$ cat src/esf_map.svh
// Offsets, field positions and reset values of the event status flags.
// Assumes inclusion by bare name from the package and the design module.
`ifndef ESF_MAP_SVH
`define ESF_MAP_SVH

// ----------------------------------------
// Register offsets
// ----------------------------------------
`define ESF_EVENT_STATUS_OFFSET 12'h0310
`define ESF_EVENT_STATUS_BACKUP_OFFSET 12'h0311

// ----------------------------------------
// Flag positions in the low half
// ----------------------------------------
`define ESF_REAL_PULSE_BIT 0
`define ESF_REACTIVE_PULSE_BIT 1
`define ESF_AUX_X_PULSE_BIT 2
`define ESF_AUX_Y_PULSE_BIT 3
`define ESF_FRESH_DATA_BIT 4
`define ESF_ENGINE_PASS_DONE_BIT 5
`define ESF_SUPPLY_CHANGE_BIT 7
`define ESF_RESET_SEEN_BIT 8

// ----------------------------------------
// Mirror positions and widths
// ----------------------------------------
`define ESF_PULSE_COUNT 4
`define ESF_MIRROR_LOW_BASE 16
`define ESF_MIRROR_LOW_COUNT 6
`define ESF_MIRROR_RESET_BIT 24
`define ESF_SUPPLY_WIDTH 2

// ----------------------------------------
// Reset values and masks
// ----------------------------------------
`define ESF_EVENT_STATUS_RESET 32'h0100_0100
`define ESF_EVENT_STATUS_BACKUP_RESET 32'h0000_0000
`define ESF_BACKUP_MASK 32'h013F_013F
`define ESF_SUPPLY_RESET 2'h0

`endif

$ cat src/esf_pkg.sv
// Types shared by the event status flags block.
// Assumes esf_map.svh is on the include path.
`include "esf_map.svh"

package esf_pkg;

  // ----------------------------------------
  // Supply status codes
  // ----------------------------------------
  typedef enum logic [`ESF_SUPPLY_WIDTH-1:0] {
    ESF_SUPPLY_GOOD = 2'h0,
    ESF_SUPPLY_LOW = 2'h1,
    ESF_SUPPLY_FAILED = 2'h3
  } esf_supply_type;

  // ----------------------------------------
  // Host read request and answer
  // ----------------------------------------
  typedef struct packed {
    logic en;
    logic [11:0] addr;
  } esf_rd_req_type;

  typedef struct packed {
    logic valid;
    logic [31:0] data;
  } esf_rd_rsp_type;

  // ----------------------------------------
  // Sticky flags held by the block
  // ----------------------------------------
  typedef struct packed {
    logic reset_seen_flag;
    logic supply_change_flag;
    logic engine_pass_done_flag;
    logic fresh_data_flag;
    logic aux_y_pulse_flag;
    logic aux_x_pulse_flag;
    logic reactive_pulse_flag;
    logic real_pulse_flag;
  } esf_flags_type;

endpackage

$ cat src/esf_event_status_flags.sv
// Sticky event status flags with clear-on-read and a backup copy.
// Assumes all inputs synchronous to clock; the host port issues single-cycle
// read requests and takes the answer one cycle later.
//
// Operation
// (RL1) Flags 0..3 set on rising edge of the four meter pulses, sticky.
// (RL2) Flag 4 sets when fresh accumulation data becomes available.
// (RL3) Flag 5 sets when the compute engine finishes a code pass.
// (RL4) Flag 7 sets whenever the two-bit supply status changes.
// (RL5) Flag 8 sets after reset; status reads 0x0100_0100 after reset.
// (RL6) Event flags clear automatically once the host reads the main status.
// (RL7) Bits 0..5 mirror to 16..21, bit 8 to 24; reserved read zero.
// (RL8) Each main status read loads the backup register with its contents.
// (RL9) Host compares backup and main; both stay readable.
// (RL10) Backup is read-only, resets to zero, same flag layout as main; the code masks supply bit 7 out of the backup.
// (RL11) An event coinciding with the read clear keeps its flag set.
// (RL12) Supply status is a two-bit good, low or failed code.
`timescale 1ns/1ps
`default_nettype none
`include "esf_map.svh"

module esf_event_status_flags #(
  parameter int PULSE_COUNT = `ESF_PULSE_COUNT
) (
  input wire logic clock,
  input wire logic sys_rst,
  input wire logic [PULSE_COUNT-1:0] meter_pulse,
  input wire logic fresh_data,
  input wire logic engine_pass_done,
  input wire logic [`ESF_SUPPLY_WIDTH-1:0] system_supply,
  input wire esf_pkg::esf_rd_req_type rd_req,
  output var esf_pkg::esf_rd_rsp_type rd_rsp
);

  // ----------------------------------------
  // Pulse start detection
  // ----------------------------------------
  logic [PULSE_COUNT-1:0] pulse_prev;
  logic [PULSE_COUNT-1:0] next_pulse_prev;
  logic [PULSE_COUNT-1:0] pulse_start;

  genvar gi;
  generate
    for (gi = 0; gi < PULSE_COUNT; gi = gi + 1)
    begin : g_pulse
      // Level history, so a long pulse sets its flag only once
      assign pulse_start[gi] = meter_pulse[gi] & ~pulse_prev[gi]; // [RL1]
    end
  endgenerate

  always_comb
  begin
    next_pulse_prev = meter_pulse;
  end

  always_ff @(posedge clock)
  begin
    if (sys_rst)
    begin
      pulse_prev <= '0;
    end
    else
    begin
      pulse_prev <= next_pulse_prev;
    end
  end

  // ----------------------------------------
  // Supply status change detection
  // ----------------------------------------
  esf_pkg::esf_supply_type supply_prev;
  esf_pkg::esf_supply_type next_supply_prev;
  logic supply_changed;

  // Reset value assumes supply good; a low supply at start reports a change
  assign supply_changed = (system_supply != supply_prev); // [RL4] [RL12]

  always_comb
  begin
    next_supply_prev = esf_pkg::esf_supply_type'(system_supply);
  end

  always_ff @(posedge clock)
  begin
    if (sys_rst)
    begin
      supply_prev <= esf_pkg::esf_supply_type'(`ESF_SUPPLY_RESET);
    end
    else
    begin
      supply_prev <= next_supply_prev;
    end
  end

  // ----------------------------------------
  // Read decode
  // ----------------------------------------
  logic read_status;
  logic read_backup;

  assign read_status = rd_req.en && (rd_req.addr == `ESF_EVENT_STATUS_OFFSET);
  assign read_backup = rd_req.en && (rd_req.addr == `ESF_EVENT_STATUS_BACKUP_OFFSET);

  // ----------------------------------------
  // Sticky flags
  // ----------------------------------------
  esf_pkg::esf_flags_type flags;
  esf_pkg::esf_flags_type next_flags;
  esf_pkg::esf_flags_type flag_set;
  logic [31:0] status_view;

  always_comb
  begin
    flag_set = '0;
    flag_set.real_pulse_flag = pulse_start[`ESF_REAL_PULSE_BIT]; // [RL1]
    flag_set.reactive_pulse_flag = pulse_start[`ESF_REACTIVE_PULSE_BIT]; // [RL1]
    flag_set.aux_x_pulse_flag = pulse_start[`ESF_AUX_X_PULSE_BIT]; // [RL1]
    flag_set.aux_y_pulse_flag = pulse_start[`ESF_AUX_Y_PULSE_BIT]; // [RL1]
    flag_set.fresh_data_flag = fresh_data; // [RL2]
    flag_set.engine_pass_done_flag = engine_pass_done; // [RL3]
    flag_set.supply_change_flag = supply_changed; // [RL4]
    flag_set.reset_seen_flag = 1'b0;
  end

  always_comb
  begin
    next_flags = flags;
    if (read_status)
    begin
      // Clear first, then new events, so nothing arriving now is lost
      next_flags = '0; // [RL6]
    end
    next_flags = next_flags | flag_set; // [RL11]
  end

  always_ff @(posedge clock)
  begin
    if (sys_rst)
    begin
      flags <= '0;
      flags.reset_seen_flag <= 1'b1; // [RL5]
    end
    else
    begin
      flags <= next_flags;
    end
  end

  // ----------------------------------------
  // Main status layout with mirrored copies
  // ----------------------------------------
  always_comb
  begin
    status_view = 32'h0000_0000;
    status_view[`ESF_REAL_PULSE_BIT] = flags.real_pulse_flag;
    status_view[`ESF_REACTIVE_PULSE_BIT] = flags.reactive_pulse_flag;
    status_view[`ESF_AUX_X_PULSE_BIT] = flags.aux_x_pulse_flag;
    status_view[`ESF_AUX_Y_PULSE_BIT] = flags.aux_y_pulse_flag;
    status_view[`ESF_FRESH_DATA_BIT] = flags.fresh_data_flag;
    status_view[`ESF_ENGINE_PASS_DONE_BIT] = flags.engine_pass_done_flag;
    status_view[`ESF_SUPPLY_CHANGE_BIT] = flags.supply_change_flag;
    status_view[`ESF_RESET_SEEN_BIT] = flags.reset_seen_flag;
    status_view[`ESF_MIRROR_LOW_BASE +: `ESF_MIRROR_LOW_COUNT] =
      status_view[`ESF_MIRROR_LOW_COUNT-1:0]; // [RL7]
    status_view[`ESF_MIRROR_RESET_BIT] = flags.reset_seen_flag; // [RL7]
  end

  // ----------------------------------------
  // Backup register
  // ----------------------------------------
  logic [31:0] backup;
  logic [31:0] next_backup;

  always_comb
  begin
    next_backup = backup;
    if (read_status)
    begin
      // Supply bit has no place in the backup layout
      next_backup = status_view & `ESF_BACKUP_MASK; // [RL8] [RL10]
    end
  end

  always_ff @(posedge clock)
  begin
    if (sys_rst)
    begin
      backup <= `ESF_EVENT_STATUS_BACKUP_RESET; // [RL10]
    end
    else
    begin
      backup <= next_backup;
    end
  end

  // ----------------------------------------
  // Read answer
  // ----------------------------------------
  esf_pkg::esf_rd_rsp_type next_rd_rsp;

  always_comb
  begin
    next_rd_rsp.valid = rd_req.en;
    next_rd_rsp.data = 32'h0000_0000;
    if (read_status)
    begin
      // Answer shows flags before this read's clear
      next_rd_rsp.data = status_view; // [RL9]
    end
    else if (read_backup)
    begin
      // Backup answers its value before any update
      next_rd_rsp.data = backup; // [RL9] [RL10]
    end
  end

  always_ff @(posedge clock)
  begin
    if (sys_rst)
    begin
      rd_rsp <= '0;
    end
    else
    begin
      rd_rsp <= next_rd_rsp;
    end
  end

endmodule

`default_nettype wire

$ cat config.mk
export PLATFORM = sky130hd
export DESIGN_NAME = esf_event_status_flags
export DESIGN_NICKNAME = d
export VERILOG_FILES = /design/src/esf_pkg.sv /design/src/esf_event_status_flags.sv
export VERILOG_INCLUDE_DIRS = /design/src /design/src/src
export SDC_FILE = /design/constraint.sdc
export NUM_CORES = 1
export LEC_CHECK = 0
export ABC_AREA = 0
export BUFFER_PORTS_ARGS = -buffer_cell sky130_fd_sc_hd__buf_2
export CORE_ASPECT_RATIO = 0.9
export CORE_MARGIN = 1
export CORE_UTILIZATION = 50
export DETAILED_ROUTE_END_ITERATION = 16
export GPL_ROUTABILITY_DRIVEN = 0
export PLACE_DENSITY_LB_ADDON = 0.12
export SYNTH_ARGS = -nofsm -noshare
export SYNTH_HDL_FRONTEND = slang
export SYNTH_SLANG_ARGS = --single-unit
$ cat constraint.sdc
create_clock -name clock -period 2.2 [get_ports clock]
set_input_delay 0.44 -clock clock [delete_from_list [all_inputs] [get_ports clock]]
set_output_delay 0.44 -clock clock [all_outputs]
set_load 0.05 [all_outputs]
# Yosys cells after proc, flatten, opt, wreduce, memory -nomap -nowiden
# Cells that the tools add are included.
# W data, S select, Z words.
[op_classes]
n_eq_ne = 3
n_mux = 3
n_reduce_logical = 2
bitwise = 9
[ops]
columns = ["op", "count"]
rows = [
  ["$mux W25", 2],
  ["$eq A12 B10 Y1 const B", 2],
  ["$mux W8", 1],
  ["$or A8 B7 Y8", 1],
  ["$and A1 B1 Y1", 4],
  ["$not A1 Y1", 4],
  ["$logic_and A1 B1 Y1", 2],
  ["$ne A2 B2 Y1", 1],
]
[totals]
elab_cells = 30
inputBits = 23
register_bits = 44
output_inout_bits = 33

# Longest topological paths before layout
# Gate-level depths: netlist (run 1).
[depth]
depth_word = 4
ltp_mapped = 4
ltp_nobuf = 3

# Worst setup path before layout (run 1)
# No wires, ideal clock.
[synth_timing]
path_type = "input -> register"
start = "input port rd_req[5] (netlist bit)"
end = "register backup[8]"
setup_ps = 72
cell_stages = 4
t_required_ps = 2128
setup_slack_ps = 833
arrival_ps = 1295
path_buffers = 1
path_cell_list = "nor4b_4 -> and4b_1 -> buf_4 -> mux2i_1"
[synth_between]
elab_chain_cells = 2
[synth_rtl]
columns = ["element", "line_no", "rtl"]
rows = [
  ["start, declared", "esf_event_status_flags.sv:31", "input wire esf_pkg::esf_rd_req_type rd_req,"],
  ["$eq A12 B10 Y1 (no line)", "-", ""],
  ["$logic_and A1 B1 Y1", "esf_event_status_flags.sv:101", "assign read_status = rd_req.en && (rd_req.addr == `ESF_EVENT_STATUS_OFFSET);"],
  ["end signal, assigned", "esf_event_status_flags.sv:188", "backup <= `ESF_EVENT_STATUS_BACKUP_RESET;"],
  ["end signal, assigned", "esf_event_status_flags.sv:192", "backup <= next_backup;"],
  ["end, declared", "esf_event_status_flags.sv:171", "logic [31:0] backup;"],
]
# Every way passes these cells.
# A chain may end at the register's enable or synchronous reset.

# Final worst setup path (run 1)
[layout_timing]
start = "input port rd_req[5] (netlist bit)"
end = "register flags[1] (netlist bit)"
[layout_between]
elab_chain_cells = 4
[layout_rtl]
columns = ["element", "line_no", "rtl"]
rows = [
  ["$eq A12 B10 Y1 (no line)", "-", ""],
  ["$logic_and A1 B1 Y1", "esf_event_status_flags.sv:101", ""],
  ["$mux W8", "esf_event_status_flags.sv:128", "if (read_status)"],
  ["$or A8 B7 Y8", "esf_event_status_flags.sv:133", "next_flags = next_flags | flag_set;"],
  ["end signal, assigned", "esf_event_status_flags.sv:145", "flags <= next_flags;"],
  ["end, declared", "esf_event_status_flags.sv:107", "esf_pkg::esf_flags_type flags;"],
]
# Every way passes these cells.

==> results of run 1 <==
cells by family (layout without fill, tap and decap cells):
group | Yosys count | count (layout) | share of synthesized area (%)
multiplexers | 7 | 7 | 5.31
XOR/XNOR | 2 | 2 | 1.33
other | 1 | 17 | 0.284
AND/OR/NAND/NOR | 31 | 31 | 19.0
AO/OA/AOI/OAI | 15 | 15 | 8.35
flip-flops | 30 | 30 | 45.5
buffers and inverters | 44 | 61 | 20.2
final cells by class:
cell class / instances / area, um2 / share of cell area [%]
well taps: 28 / 35.0 / 2.41
repair buffers: 38 / 190 / 13.1
clock inverters: 1 / 5.00 / 0.344
flip-flops and latches: 30 / 601 / 41.3
inverters: 15 / 56.3 / 3.87
multi-input cells: 72 / 512 / 35.2
clock buffers: 7 / 55.1 / 3.79
through the flow:
step / setup WS [ns] / total power, mW / hold WS (ns)
final: 0.791 / 1.03 / 0.352
after global placement: 0.482 / 0.715 / 0.418
after CTS: 0.748 / 1.05 / 0.338
after floorplan: 0.833 / 0.711 / 0.413
after global routing: 0.721 / 1.09 / 0.349
after detailed placement: 0.406 / 0.718 / 0.430
worst max-delay path: cells and delay by family:
| kind | cells | cell delay (ns) |
|---|---|---|
| buffers and inverters | 1 | 0.11 |
| AO/OA/AOI/OAI | 1 | 0.16 |
| AND/OR/NAND/NOR | 2 | 0.88 |
power groups by stage:
stage / clock network, mW / logic (mW) / registers (mW)
CTS: 0.339 / 0.138 / 0.569
global placement: 0 / 0.135 / 0.581
global route: 0.369 / 0.148 / 0.571
detailed placement: 0 / 0.137 / 0.581
finish: 0.325 / 0.137 / 0.569
floorplan: 0 / 0.128 / 0.583
synthesized netlist by cell type (2+ instances only):
library cell  number  share of area (%)
o32ai_1            6                4.0
o22ai_1            8                3.8
nor2_1             5                1.4
nor2b_1            4                1.9
xor2_1             2                1.3
nand2b_1          15                7.1
dfxtp_1           30                 46
inv_1             15                4.3
mux2i_1            7                5.3
clkbuf_1           3               0.85
nor4b_4            2                3.6
buf_4             25                 14
state kept, by name, indices dropped and copies added (netlist names):
register,cells
rd_rsp,9
flags,8
backup,7
pulse_prev,4
supply_prev,2
final timing paths:
path,endpoint,slack [ns],cells after the start
worst max-delay path,flags[1]$_SDFF_PP0_,0.79,4
worst min-delay path,pulse_prev[3]$_SDFF_PP0_,0.35,3
worst max register to register,flags[6]$_SDFF_PP0_,1.38,3
worst min register to register,flags[3]$_SDFF_PP0_,0.44,1
layer usage:
metal	up-vias	share of wire (%)
met3	5	5.7
li1	455	-
met4	0	1.9
met1	397	43
met2	32	50
met5	-	0
==> impl_metrics.json, run 1 <==
{
  "start_kind": "primary input",
  "fin_nets": 185,
  "design_area_um2": 1450,
  "fmax_ghz": 0.710,
  "num_vias": 889,
  "worstSetupStartpoint": "rd_req[5]",
  "seqPwrFrac_pct": 55.2,
  "critPathMaxFanout": 8,
  "first_global_vias": 795,
  "row_count": 17,
  "port_buffers": 38,
  "root_buffer": "clkbuf_4",
  "worstHoldStart": "meter_pulse[3]",
  "final_cell_mix": "38 x buf_2, 30 x dfxtp_1, 17 x conb_1",
  "worstPathRequired_ns": 2.38,
  "final_common_cell": "buf_2",
  "intPower_mw": 0.754,
  "start_util_pct": 53.4,
  "hold_class": "in2reg",
  "grt_max_degree": 35,
  "cts_buffers": 5,
  "core_region_area_um2": 2470,
  "power_frac_comb_pct": 13.3,
  "die-area_um2": 2850,
  "cts_tree": "built",
  "postCtsHoldBufs": 0,
  "synth_top_flop_cell": "dfxtp_1",
  "drv_slew": 0,
  "p_switching_mw": 0.277,
  "clkTransAtPathRegs_ns": 0.09,
  "globalRouteMet2Util_pct": 27.4,
  "synth-seq-cells": 30,
  "grt-ovfl-total": 0,
  "status": "completed",
  "synth.distinct_cells": 20,
  "timing.max_cap.violations": 0,
  "clockBufferDepth": 2,
  "dpl_cell_area_um2": 1390,
  "grt_pass1_wl_um": 3410,
  "ant_nets": 0,
  "cts_sinks": 30,
  "period_minus_slack_ns": 1.41,
  "cts_resized": 0,
  "postCtsSetupRepairBufs": 0,
  "finalWirelength_um": 2110,
  "crit_slowest_cell": "and4b_1",
  "grt_use_total_pct": 16.3,
  "finalHoldViolCount": 0,
  "dr.pass1.iters": 4,
  "critPathArrivalTime_ns": 1.59,
  "rr_startpoint": "supply_prev[1]$_SDFF_PP0_",
  "nFillCells": 218,
  "viasPerCell": 4.65,
  "instances_no_fill": 191,
  "antenna_found_initial": 0,
  "p_per_area_nw_per_um2": 709,
  "utilization_pct": 58.9,
  "synth_edf_count": 0,
  "io_pins": 56,
  "drc": 0,
  "leakage_nw": 0.750,
  "drive_gt1_share_pct": 30.7,
  "syn-mean-instance-area_um2": 10.1,
  "clk_latency_ns": 0.32,
  "synth_warnings": 0,
  "grt_setup_unrepaired": "no",
  "setup_viol": 0,
  "end_kind": "flip-flop",
  "synthCells": 130,
  "syn2layout_area_growth_pct": 10.2,
  "cts.htree.levels": 2,
  "cpPeakStageDelay_ns": 0.51,
  "p_clk_share_pct": 31.5,
  "dp.cells": 183,
  "die_w_um": 56.1,
  "drt_iter0_drc": 22,
  "routedWlPerCell_um": 11.0,
  "die_y_um": 50.7,
  "grtUsageMet1_pct": 17.6,
  "antennaDiodeCount": 0,
  "setup.worst_path.class": "in2reg",
  "top_usage_layer": "met2",
  "finalCritPeriodShare_pct": 64.1,
  "finClkSkew_ns": 0.00467,
  "ir_worst_vdd_uv": 612,
  "setup_tns_ns": 0,
  "swShare_pct": 26.8,
  "path_cells": "buf_2 > nor4b_4 > and4b_1 > o32ai_1",
  "syn-cell-area_um2": 1320,
  "grtUsageMet3_pct": 7.73,
  "hpwlAfterDp_um": 1510,
  "synth_async_sr_flop_share_pct": 0,
  "ys_seq_area_share_pct": 45.5
}
Power figures use the tool's default switching activity.
==> inputs of run 2 (changes only) <==
- CORE_UTILIZATION: 50 -> 46
- clock period: 2.2 -> 1.3 ns (I/O delays scaled with it)
==> run 2 against run 1 <==
Compared with the run above:
- count of clock-buffer cells in the layout unchanged
- via count increased by 2.8%
- final area increased by 4.1%
- wire length is 0.71% higher
- die area is 8.4% higher
- combinational power up 74%
- first-iteration DRC count shrank 14%
- flip-flop and latch count stayed put
- worst hold slack lost 0.18 ns
==> impl_metrics.json, run 2 (synthesis gave the netlist of run 1 again) <==
{
  "status": "completed",
  "grt_use_total_pct": 15.4,
  "final_common_cell": "buf_2",
  "crit_cells": 1,
  "path_buf_inv": 1,
  "port_buffers": 38,
  "cp_top_family": "flip-flops",
  "start_kind": "flip-flop",
  "largest_reg_flops": 9,
  "finalHoldViolCount": 0,
  "syn2layout_area_growth_pct": 14.8,
  "cts_resized": 0,
  "drt_iter0_drc": 19,
  "worstSetupEndpoint": "rd_rsp[24]",
  "grt_setup_unrepaired": "no",
  "utilization_pct": 55.6,
  "reg2reg_to": "flags[6]$_SDFF_PP0_",
  "cts_buffers": 5,
  "cpPeakStageDelay_ns": 0.34,
  "critPathMaxFanout": 2,
  "final_cell_mix": "38 x buf_2, 30 x dfxtp_1, 17 x conb_1",
  "hold_ws_ns": 0.170,
  "drc": 0,
  "timing.max_cap.violations": 0,
  "grt-ovfl-total": 0,
  "postCtsSetupRepairBufs": 0,
  "clockBufferDepth": 2,
  "clkTransAtPathRegs_ns": 0.09,
  "grt_max_degree": 22,
  "drv_slew": 0,
  "reg2reg_slack_ns": 0.53,
  "io_pins": 56,
  "num_vias": 914,
  "ir_worst_vdd_uv": 611,
  "rr_startpoint": "supply_prev[0]$_SDFF_PP0_",
  "first_global_vias": 792,
  "finalCritPeriodShare_pct": 90.6,
  "top_register": "rd_rsp",
  "hold_class": "in2reg",
  "postCtsHoldBufs": 0,
  "finalWirelength_um": 2120,
  "antennaDiodeCount": 0,
  "p_per_area_nw_per_um2": 1170,
  "setup.worst_path.class": "reg2out",
  "root_buffer": "clkbuf_4",
  "clk_latency_ns": 0.32,
  "fin_nets": 191,
  "path_cells": "buf_2",
  "end_kind": "output port",
  "period_minus_slack_ns": 1.18,
  "place_ws_ns": -0.141,
  "dr.pass1.iters": 4,
  "viasPerCell": 4.37,
  "core_region_area_um2": 2730,
  "antenna_found_initial": 0,
  "critPathArrivalTime_ns": 0.92,
  "die_w_um": 58.4,
  "crit_slowest_cell": "dfxtp_1",
  "worstSetupStartpoint": "rd_rsp[8]$_SDFF_PP0_",
  "timing.final.ws_setup_ns": 0.122,
  "finClkSkew_ns": 0.00490,
  "drive_gt1_share_pct": 33.1,
  "nFillCells": 250,
  "routedWlPerCell_um": 10.2,
  "cts_tree": "built",
  "grt_pass1_wl_um": 3400,
  "setup_viol": 0,
  "finalPower_mw": 1.76,
  "design_area_um2": 1510,
  "die-area_um2": 3090,
  "start_util_pct": 48.4,
  "dpl_cell_area_um2": 1450,
  "reg_top3": "rd_rsp: 9 flops, flags: 8 flops, backup: 7 flops",
  "leakage_nw": 0.777,
  "hpwlAfterDp_um": 1610,
  "r2r_cells": 3,
  "cts_sinks": 30,
  "cts.htree.levels": 2,
  "worstPathRequired_ns": 1.04,
  "fmax_ghz": 0.849,
  "row_count": 18,
  "ant_nets": 0,
  "die_y_um": 52.8
}
-- run 2: cell count changes in the layout (fill, tap and decap cells not counted), sizes merged --
cell and delta:
buf +6
-- run 2: how the worst min path moves through the flow --
stage                                    end                      from  depth (start not counted)  slack (ns)
floorplan              rd_rsp[32]$_SDFF_PP0_                rd_req[12]                          1        0.39
global placement         flags[3]$_SDFF_PP0_  pulse_prev[3]$_SDFF_PP0_                          1        0.42
detailed placement       flags[1]$_SDFF_PP0_  pulse_prev[1]$_SDFF_PP0_                          1        0.42
CTS                 pulse_prev[0]$_SDFF_PP0_            meter_pulse[0]                          3        0.16
global route        pulse_prev[0]$_SDFF_PP0_            meter_pulse[0]                          3        0.17
finish              pulse_prev[0]$_SDFF_PP0_            meter_pulse[0]                          3        0.17
-- run 2: through the flow --
stage                     TNS [ns]  cells
after floorplan                  0    146
after global placement       -1.08    201
after detailed placement     -1.89    201
after CTS                        0    209
after global routing             0    209
final                            0    209
-- run 2: report_power, final --
group | switching (mW) | leakage, nW | total (mW) | internal (mW)
combinational | 0.171 | 0.496 | 0.238 | 0.0675
clock | 0.303 | 0.0353 | 0.564 | 0.262
sequential | 0.00975 | 0.246 | 0.961 | 0.951
total | 0.483 | 0.777 | 1.76 | 1.28
-- run 2: routing by layer --
metal  wire (um)  GRT usage [%]  up-vias
met5           0              0        -
met2        1010           25.3       33
li1            -              -      462
met3         110           5.93        6
met4          39           7.54        0
met1         964           17.5      413
-- run 2: final cells by class --
type / instances / area [um2] / area share [%]
flip-flops and latches: 30 / 601 / 39.7
multi-input cells: 72 / 512 / 33.8
repair buffers: 44 / 235 / 15.5
inverters: 15 / 56.3 / 3.72
clock buffers: 7 / 55.1 / 3.64
well taps: 40 / 50.0 / 3.31
clock inverters: 1 / 5.00 / 0.331
